`src/stp_consts.vh`:
```
`ifndef STP_CONSTS_VH
`define STP_CONSTS_VH
// Register map
`define STP_ADDR_W          8
`define STP_GTC_ADDR        8'h23
`define STP_GTC_RESET       8'h00
`define STP_BIT_SYNC_RST    0
`define STP_BIT_ASYNC_RST   1
`define STP_BIT_HOLD_MODE   7
// Clock select codes
`define STP_CS_STOP         3'h0
`define STP_CS_DIRECT       3'h1
`define STP_CS_DIV8         3'h2
`define STP_CS_DIV64        3'h3
`define STP_CS_DIV256       3'h4
`define STP_CS_DIV1024      3'h5
`define STP_CS_EXT_FALL     3'h6
`define STP_CS_EXT_RISE     3'h7
// Divider
`define STP_DIV_W           10
`define STP_DIV_ZERO        10'h000
`define STP_DIV_ONE         10'h001
`define STP_TAP8_MASK       10'h007
`define STP_TAP64_MASK      10'h03f
`define STP_TAP256_MASK     10'h0ff
`define STP_TAP1024_MASK    10'h3ff
`endif

```
`src/stp_prescaler.v`:
```
`include "stp_consts.vh"
// Shared free-running divider with four taps
module stp_prescaler (
  input  wire       clk,
  input  wire       nrst,
  input  wire       div_clear,
  output reg  [3:0] tap_pulse
);
  reg  [`STP_DIV_W-1:0] count_reg;
  wire [`STP_DIV_W-1:0] count_next;
  wire [`STP_DIV_W-1:0] masks [0:3];

  assign masks[0] = `STP_TAP8_MASK;
  assign masks[1] = `STP_TAP64_MASK;
  assign masks[2] = `STP_TAP256_MASK;
  assign masks[3] = `STP_TAP1024_MASK;
  assign count_next = count_reg + `STP_DIV_ONE;

  always @(posedge clk or negedge nrst) begin
    if (!nrst) begin
      count_reg <= `STP_DIV_ZERO;
    end else if (div_clear) begin
      count_reg <= `STP_DIV_ZERO; // [RULE5]
    end else begin
      count_reg <= count_next; // [RULE3]
    end
  end

  genvar i;
  generate
    for (i = 0; i < 4; i = i + 1) begin : g_tap
      always @(posedge clk or negedge nrst) begin
        if (!nrst) begin
          tap_pulse[i] <= 1'b0;
        end else begin
          tap_pulse[i] <= !div_clear && ((count_reg & masks[i]) == masks[i]); // [RULE2]
        end
      end
    end
  endgenerate
endmodule // stp_prescaler

```
`src/stp_pin_sync.v`:
```
`include "stp_consts.vh"
// Count pin sampler and edge detector
module stp_pin_sync (
  input  wire clk,
  input  wire nrst,
  input  wire pin_in,
  output wire rise_pulse,
  output wire fall_pulse
);
  reg latch_reg;
  reg sync_reg;
  reg prev_reg;

  // High-phase transparent stage, modelled as a sample each cycle
  always @(posedge clk or negedge nrst) begin
    if (!nrst) begin
      latch_reg <= 1'b0;
      sync_reg  <= 1'b0;
      prev_reg  <= 1'b0;
    end else begin
      latch_reg <= pin_in;    // [RULE6]
      sync_reg  <= latch_reg; // [RULE6]
      prev_reg  <= sync_reg;
    end
  end

  assign rise_pulse = sync_reg & ~prev_reg;  // [RULE7]
  assign fall_pulse = ~sync_reg & prev_reg;  // [RULE7]
endmodule // stp_pin_sync

```
`src/stp_timer_clock.v`:
```
// The strobed register port is this design's own decision.
`include "stp_consts.vh"
// Notes on behaviour
// [RULE1] Select code 1 counts every system clock cycle, undivided.
// [RULE2] Four divided taps: system clock over 8, 64, 256, 1024.
// [RULE3] One free-running divider shared by both timers, independent of select.
// [RULE4] First divided count comes 1 to N+1 cycles after enable.
// [RULE5] Prescaler reset restarts the divider phase for both timers together.
// [RULE6] Count pin sampled every cycle through latch then rising-edge registers.
// [RULE7] Code 7 pulses on rising pin edges, code 6 on falling edges.
// [RULE8] Counter updates 2.5 to 3.5 cycles after a pin edge.
// [RULE9] Other party switches external input only while pin is steady.
// [RULE10] External clock phases each longer than one system clock cycle.
// [RULE11] Pin-derived pulses are never prescaled.
// [RULE12] Hold mode keeps written reset bits, holding resets asserted.
// [RULE13] Clearing hold mode clears both reset bits so timers start together.
// [RULE14] Sync reset bit resets shared divider; self-clears unless hold mode.
// [RULE15] Pin edges count even while the pin is driven as an output.
// [RULE16] Async reset bit resets async prescaler; self-clears unless hold mode.
module stp_timer_clock (
  input  wire                   clk,
  input  wire                   nrst,
  input  wire [`STP_ADDR_W-1:0] reg_addr,
  input  wire [7:0]             reg_wdata,
  input  wire                   reg_wr,
  input  wire                   reg_rd,
  output reg  [7:0]             reg_rdata,
  input  wire [2:0]             clock_select_field0,
  input  wire [2:0]             clock_select_field1,
  input  wire                   external_count_pin0,
  input  wire                   external_count_pin1,
  output wire                   timer_count_clock0,
  output wire                   timer_count_clock1,
  output wire                   async_prescaler_reset
);
  ////////////////////////////////////////////////////////////////////////////
  // Control register
  reg        sync_hold_mode_reg;
  reg        sync_prescaler_reset_reg;
  reg        async_prescaler_reset_reg;
  reg        sync_hold_mode_next;
  reg        sync_prescaler_reset_next;
  reg        async_prescaler_reset_next;
  wire       gtc_hit;
  wire [7:0] gtc_value;

  assign gtc_hit = (reg_addr == `STP_GTC_ADDR);

  always @* begin
    sync_hold_mode_next        = sync_hold_mode_reg;
    sync_prescaler_reset_next  = sync_prescaler_reset_reg;
    async_prescaler_reset_next = async_prescaler_reset_reg;
    if (reg_wr && gtc_hit) begin
      sync_hold_mode_next        = reg_wdata[`STP_BIT_HOLD_MODE];
      sync_prescaler_reset_next  = reg_wdata[`STP_BIT_SYNC_RST];  // [RULE12]
      async_prescaler_reset_next = reg_wdata[`STP_BIT_ASYNC_RST]; // [RULE12]
      if (!reg_wdata[`STP_BIT_HOLD_MODE]) begin
        // Pulse for one cycle, then cleared below
        sync_prescaler_reset_next  = reg_wdata[`STP_BIT_SYNC_RST];
        async_prescaler_reset_next = reg_wdata[`STP_BIT_ASYNC_RST];
      end
    end else if (!sync_hold_mode_reg) begin
      sync_prescaler_reset_next  = 1'b0; // [RULE14] [RULE13]
      async_prescaler_reset_next = 1'b0; // [RULE16] [RULE13]
    end
    if (reg_wr && gtc_hit && sync_hold_mode_reg && !reg_wdata[`STP_BIT_HOLD_MODE]) begin
      sync_prescaler_reset_next  = 1'b0; // [RULE13]
      async_prescaler_reset_next = 1'b0; // [RULE13]
    end
  end

  always @(posedge clk or negedge nrst) begin
    if (!nrst) begin
      sync_hold_mode_reg        <= 1'b0;
      sync_prescaler_reset_reg  <= 1'b0;
      async_prescaler_reset_reg <= 1'b0;
    end else begin
      sync_hold_mode_reg        <= sync_hold_mode_next;
      sync_prescaler_reset_reg  <= sync_prescaler_reset_next;
      async_prescaler_reset_reg <= async_prescaler_reset_next;
    end
  end

  assign gtc_value = {sync_hold_mode_reg, 5'h00,
                      async_prescaler_reset_reg, sync_prescaler_reset_reg};

  always @(posedge clk or negedge nrst) begin
    if (!nrst) begin
      reg_rdata <= `STP_GTC_RESET;
    end else if (reg_rd && gtc_hit) begin
      reg_rdata <= gtc_value;
    end else begin
      reg_rdata <= 8'h00;
    end
  end

  assign async_prescaler_reset = async_prescaler_reset_reg; // [RULE16]

  ////////////////////////////////////////////////////////////////////////////
  // Shared divider
  wire [3:0] tap_pulse;

  stp_prescaler u_prescaler (
    .clk       (clk),
    .nrst      (nrst),
    .div_clear (sync_prescaler_reset_reg), // [RULE14] [RULE5]
    .tap_pulse (tap_pulse)
  );

  ////////////////////////////////////////////////////////////////////////////
  // Per-timer source selection
  wire [2:0] sel   [0:1];
  wire       pin   [0:1];
  wire       rise  [0:1];
  wire       fall  [0:1];
  reg        pulse [0:1];

  assign sel[0] = clock_select_field0;
  assign sel[1] = clock_select_field1;
  assign pin[0] = external_count_pin0; // [RULE15]
  assign pin[1] = external_count_pin1;

  genvar t;
  generate
    for (t = 0; t < 2; t = t + 1) begin : g_timer
      stp_pin_sync u_pin_sync (
        .clk        (clk),
        .nrst       (nrst),
        .pin_in     (pin[t]),
        .rise_pulse (rise[t]),
        .fall_pulse (fall[t])
      );

      always @* begin
        case (sel[t])
          `STP_CS_STOP:     pulse[t] = 1'b0;
          `STP_CS_DIRECT:   pulse[t] = 1'b1;          // [RULE1]
          `STP_CS_DIV8:     pulse[t] = tap_pulse[0];  // [RULE2] [RULE4]
          `STP_CS_DIV64:    pulse[t] = tap_pulse[1];  // [RULE2]
          `STP_CS_DIV256:   pulse[t] = tap_pulse[2];  // [RULE2]
          `STP_CS_DIV1024:  pulse[t] = tap_pulse[3];  // [RULE2]
          `STP_CS_EXT_FALL: pulse[t] = fall[t];       // [RULE7] [RULE11] [RULE8]
          `STP_CS_EXT_RISE: pulse[t] = rise[t];       // [RULE7] [RULE11] [RULE8]
          default:          pulse[t] = 1'b0;
        endcase
      end
    end
  endgenerate

  assign timer_count_clock0 = pulse[0];
  assign timer_count_clock1 = pulse[1];
endmodule // stp_timer_clock

```
`config.mk`:
```
export PLATFORM = sky130hd
export DESIGN_NAME = stp_timer_clock
export DESIGN_NICKNAME = d
export VERILOG_FILES = /design/src/stp_prescaler.v /design/src/stp_pin_sync.v /design/src/stp_timer_clock.v
export VERILOG_INCLUDE_DIRS = /design/src
export SDC_FILE = /design/constraint.sdc
export NUM_CORES = 1
export LEC_CHECK = 0
export ABC_CLOCK_PERIOD_IN_PS = 2090
export BUFFER_PORTS_ARGS = -buffer_cell sky130_fd_sc_hd__buf_2
export CAP_MARGIN = 30
export CORE_UTILIZATION = 53
export CTS_CLUSTER_DIAMETER = 120
export DETAILED_ROUTE_END_ITERATION = 10
export PLACE_DENSITY = 0.83
export SLEW_MARGIN = 15
export SYNTH_ARGS = -nofsm -noshare
export SYNTH_HDL_FRONTEND = slang
export SYNTH_SLANG_ARGS = --single-unit
```
`constraint.sdc`:
```
create_clock -name clk -period 2.09 [get_ports clk]
set_input_delay 0.627 -clock clk [delete_from_list [all_inputs] [get_ports clk]]
set_output_delay 0.627 -clock clk [all_outputs]
set_load 0.02 [all_outputs]
```
==> Word-level counts from Yosys, hierarchy flattened <==
Index checks and enable logic that the tools add are counted.
{ "classes": {"n_addsub": 1, "n_eq_ne": 20, "bitwise_logic": 8, "n_reduce_logical": 12, "n_mux": 9} }
{ "op_table": {"columns": ["cell", "count"], "rows": [
  ["equality test 3 bit (second input constant)", 9],
  ["case mux 1 bit (8 select lines)", 2],
  ["equality test 3 x 2 -> 1 bit (second input constant)", 4],
  ["adder 10 x 1 -> 10 bit (second input constant)", 1],
  ["equality test 10 bit (second input constant)", 1],
  ["2-to-1 mux 10 bit", 1],
  ["equality test 8 x 6 -> 1 bit (second input constant)", 1],
  ["equality test 8 bit (second input constant)", 1],
  ["logical AND 1 bit", 8],
  ["2-to-1 mux 8 bit", 1],
  ["equality test 3 x 1 -> 1 bit (second input constant)", 2],
  ["equality test 6 bit (second input constant)", 1],
  ["logical NOT 3 bit", 2],
  ["2-to-1 mux 1 bit", 5],
  ["AND 1 bit", 4],
  ["NOT 1 bit", 4],
  ["inequality test 3 x 1 -> 1 bit (second input constant)", 1],
  ["logical NOT 1 bit", 2]
]} }
{ "word_totals": {"regBits": 31, "input_bits": 28} }

==> Logic depth before layout (Yosys ltp) <==
{ "logic_depth": {"ltp_word": 5, "depth_mapped": 4, "depth_no_buf": 4} }

==> Cells and area by module <==
A second synthesis with hierarchy kept.
{ "unflattened": {"hier_cells": 108, "area_unflattened_um2": 1204.9} }
{ "by_module_without_submodules": {"columns": ["mod", "seq_area_each_um2", "cells_per_inst", "instances", "area_each_um2"], "rows": [
  ["stp_prescaler", 350.3, 52, 1, 594.3],
  ["stp_timer_clock", 150.1, 46, 1, 430.4],
  ["stp_pin_sync", 75.1, 5, 2, 90.1]
]} }

==> Worst setup path before layout <==
Ideal clock, no wire load.
{ "synth_path": {"kind": "input -> output", "start": "in clock_select_field0[1]", "end": "out timer_count_clock0", "path_stages": 3, "required_ps": 1463, "slack_ps": 220, "t_arrival_ps": 1243, "path_buffers": 0, "path_cell_list": "nand2b_1 a311oi_1 a311o_1"} }
{ "synth_via": {"elab_chain_len": 2} }
{ "synth_rtl": {"columns": ["element", "line", "rtl"], "rows": [
  ["from (decl)", "stp_timer_clock.v:28", "input wire [2:0] clock_select_field0,"],
  ["equality test 3 bit, or another cell as far along", "stp_timer_clock.v:135", "case (sel[t])"],
  ["case mux 1 bit (8 select lines) (*)", "stp_timer_clock.v:135", null],
  ["to (decl)", "stp_timer_clock.v:32", "output wire timer_count_clock0,"]
]} }
Every way passes the cells marked *; elsewhere a longest branch is shown, timed or not.

==> Final worst setup path <==
Ends and elaborated chain as after synthesis.

==> qor.yml <==
worst-path-max-fanout: 6
slowest_delay_ns: 0.25
wl_per_cell_um: 13.4
path_clk_slew_ns: 0.13
root_buffer: "clkbuf_4"
fin_ws_ns: 0.0259
antennaDiodeCount: 0
htreeDepth: 1
antenna_found_initial: 0
die_y_um: 49.3
synthTopCellsByArea: "dfrtp_1 55%, buf_4 3.2%, inv_1 2.5%"
drv_cap: 0
clockBufferDepth: 2
drc: 0
cpMaxStageDelayCell: "a311oi_1"
crit_type: "in -> out"
rows: 16
finalHoldViolCount: 0
skew_ns: 0.00513
io_buffers: 28
finalCritPeriodShare_pct: 98.8
endpoint_kind: "output port"
die_area_um2: 2430
start_kind: "input pin"
p_leak_nw: 0.686
r2r_start: "u_prescaler.count_reg[0]"
synth_top_area_share_pct: 54.8
synth_flop_cell: "dfrtp_1"
crit_family: "compound AO/OA/AOI/OAI gates"
ir_worst_vdd_mv: 0.699
hpwl_um: 1650
combPwrFrac_pct: 15.9
netlist_area_um2: 1190
die_x_um: 49.3
wirelength_um: 2210
ys_warn_count: 0
largest_reg_flops: 10
synth_top_area_cell: "dfrtp_1"
gp_congestion: 0.703
syn_avg_cell_area_um2: 11.0
hold_class: "in -> async"
yosysUniqueCellTypes: 35
clkLatencyLatePin_ns: 0.31
drt-pass1-iter-count: 5
status: "complete, no violations"
pwr-share-clk_pct: 28.3
post-place-ws_ns: 0.00615
grt_pass1_wl_um: 3660
grt_pass1_vias: 908
cts_setup_buffers: 0
seq_power_share_pct: 55.8
synth_edf_count: 0
min_period_ns: 2.06
detail-route-antenna-nets: 0
rsz0062_at_grt: "yes"
crit_arrival_ns: 1.44
p_int_w: 0.000855
drv_slew: 0
fmax_ghz: 0.484
cts_hold_buf: 0
via_per_inst: 5.41
ys_ff_latch: 26
pwr_density_cell_nw_per_um2: 840
cts-resized-gates: 0
grt_max_degree: 27
required_ns: 1.46
drt-initial-drc-count: 22
syn_inst: 108
async_flop_share_pct: 100
cp-startpoint: "clock_select_field0[1]"
path_buf_inv: 2
max_slew_margin_pct: 62.9
drive_above_1_share_pct: 29.0
power_switching_w: 0.000325
cts_sinks: 26
core_area_um2: 2040
switching_share_pct: 27.5
path_cells: "buf_2 > nand2b_1 > a311oi_1 > a311o_1 > buf_4"
pin_count: 39
synth_most_common_cell: "dfrtp_1"
grtUsageTotal_pct: 19.9
ys_seq_area_share_pct: 54.8
worst_slew_pin_slew_ns: 0.557
grt_overflow_total: 0
setup_violations: 0
numCtsBuffers: 3
area_growth_pct: 18.2
cts_tree: "yes"
ys_top_cells_by_count: "26 x dfrtp_1, 8 x inv_1, 8 x nor2_1"
nets: 169
start_util_pct: 58.1
fin_util_pct: 68.8
dr_total_vias: 892
## stage by stage
step                instances  TNS (ns)  hold WS [ns]  power [W]  cell area, um2
global placement          161         0         0.332   0.000821            1340
floorplan                 112         0         0.331   0.000769            1200
finish                    165         0         0.281    0.00118            1400
global route              165   -0.0116         0.315    0.00124            1400
CTS                       165         0         0.282    0.00118            1390
detailed placement        161         0         0.336   0.000843            1340
## area by class of cell
cell class	count	area (um2)
sequential	26	651
fill	167	638
multi-input combinational	72	492
timing repair buffer	28	145
tap	27	33.8
clock inverter	1	30.0
inverter	8	30.0
clock buffer	3	22.5
## placed cells by master (no fill, tap or decap), types with 2 or more instances in the layout
cell type / count
nand2b_1: 4
nand2_1: 5
clkbuf_4: 3
nand3_1: 4
nor3_1: 2
nor2_1: 8
inv_1: 8
dfrtp_1: 26
buf_2: 26
buf_4: 2
or3_1: 3
mux2i_1: 2
nand3b_1: 4
nor2b_1: 4
o21ai_0: 4
conb_1: 5
a21oi_1: 5
mux2_2: 2
ha_1: 2
## power by group through the flow
stage / Clock, W / Combinational [W] / Sequential (W)
floorplan: 0 / 0.000126 / 0.000642
global placement: 0 / 0.000166 / 0.000655
detailed placement: 0 / 0.000180 / 0.000664
CTS: 0.000342 / 0.000183 / 0.000654
global route: 0.000360 / 0.000210 / 0.000667
finish: 0.000333 / 0.000188 / 0.000658
## path summary, 6_finish.rpt
| path | to | slack [ns] | cells after the start |
|---|---|---|---|
| setup / recovery | timer_count_clock0 | 0.03 | 5 |
| setup reg to reg | u_prescaler.count_reg[8] | 0.66 | 4 |
| hold reg to reg | g_timer[0].u_pin_sync.sync_reg | 0.37 | 0 |
| min in group clk | g_timer[0].u_pin_sync.sync_reg | 0.37 | 0 |
| hold / removal | sync_prescaler_reset_reg | 0.28 | 1 |
| max in group asynchronous | g_timer[1].u_pin_sync.sync_reg | 1.44 | 1 |
## metal layers
| layer | track usage, % | vias to the layer above | part of all wire (%) |
|---|---|---|---|
| met1 | 21.0 | 437 | 36 |
| met2 | 39.3 | 23 | 60 |
| met5 | 0 | - | 0 |
| met3 | 4.05 | 4 | 3.0 |
| li1 | - | 428 | - |
| met4 | 4.90 | 0 | 0.90 |
## logic make-up (layout without fill, tap and decap cells)
group,Yosys count,in the layout,share of synthesized area (%)
XOR/XNOR,2,2,1.48
AND/OR/NAND/NOR,44,44,23.6
AO/OA/AOI/OAI,15,15,8.11
other,1,5,0.316
flip-flops,26,26,54.8
multiplexers,4,4,3.58
adder cells (fa/ha/maj),2,2,2.11
buffers and inverters,14,40,6.01
Power figures use the tool's default switching activity.
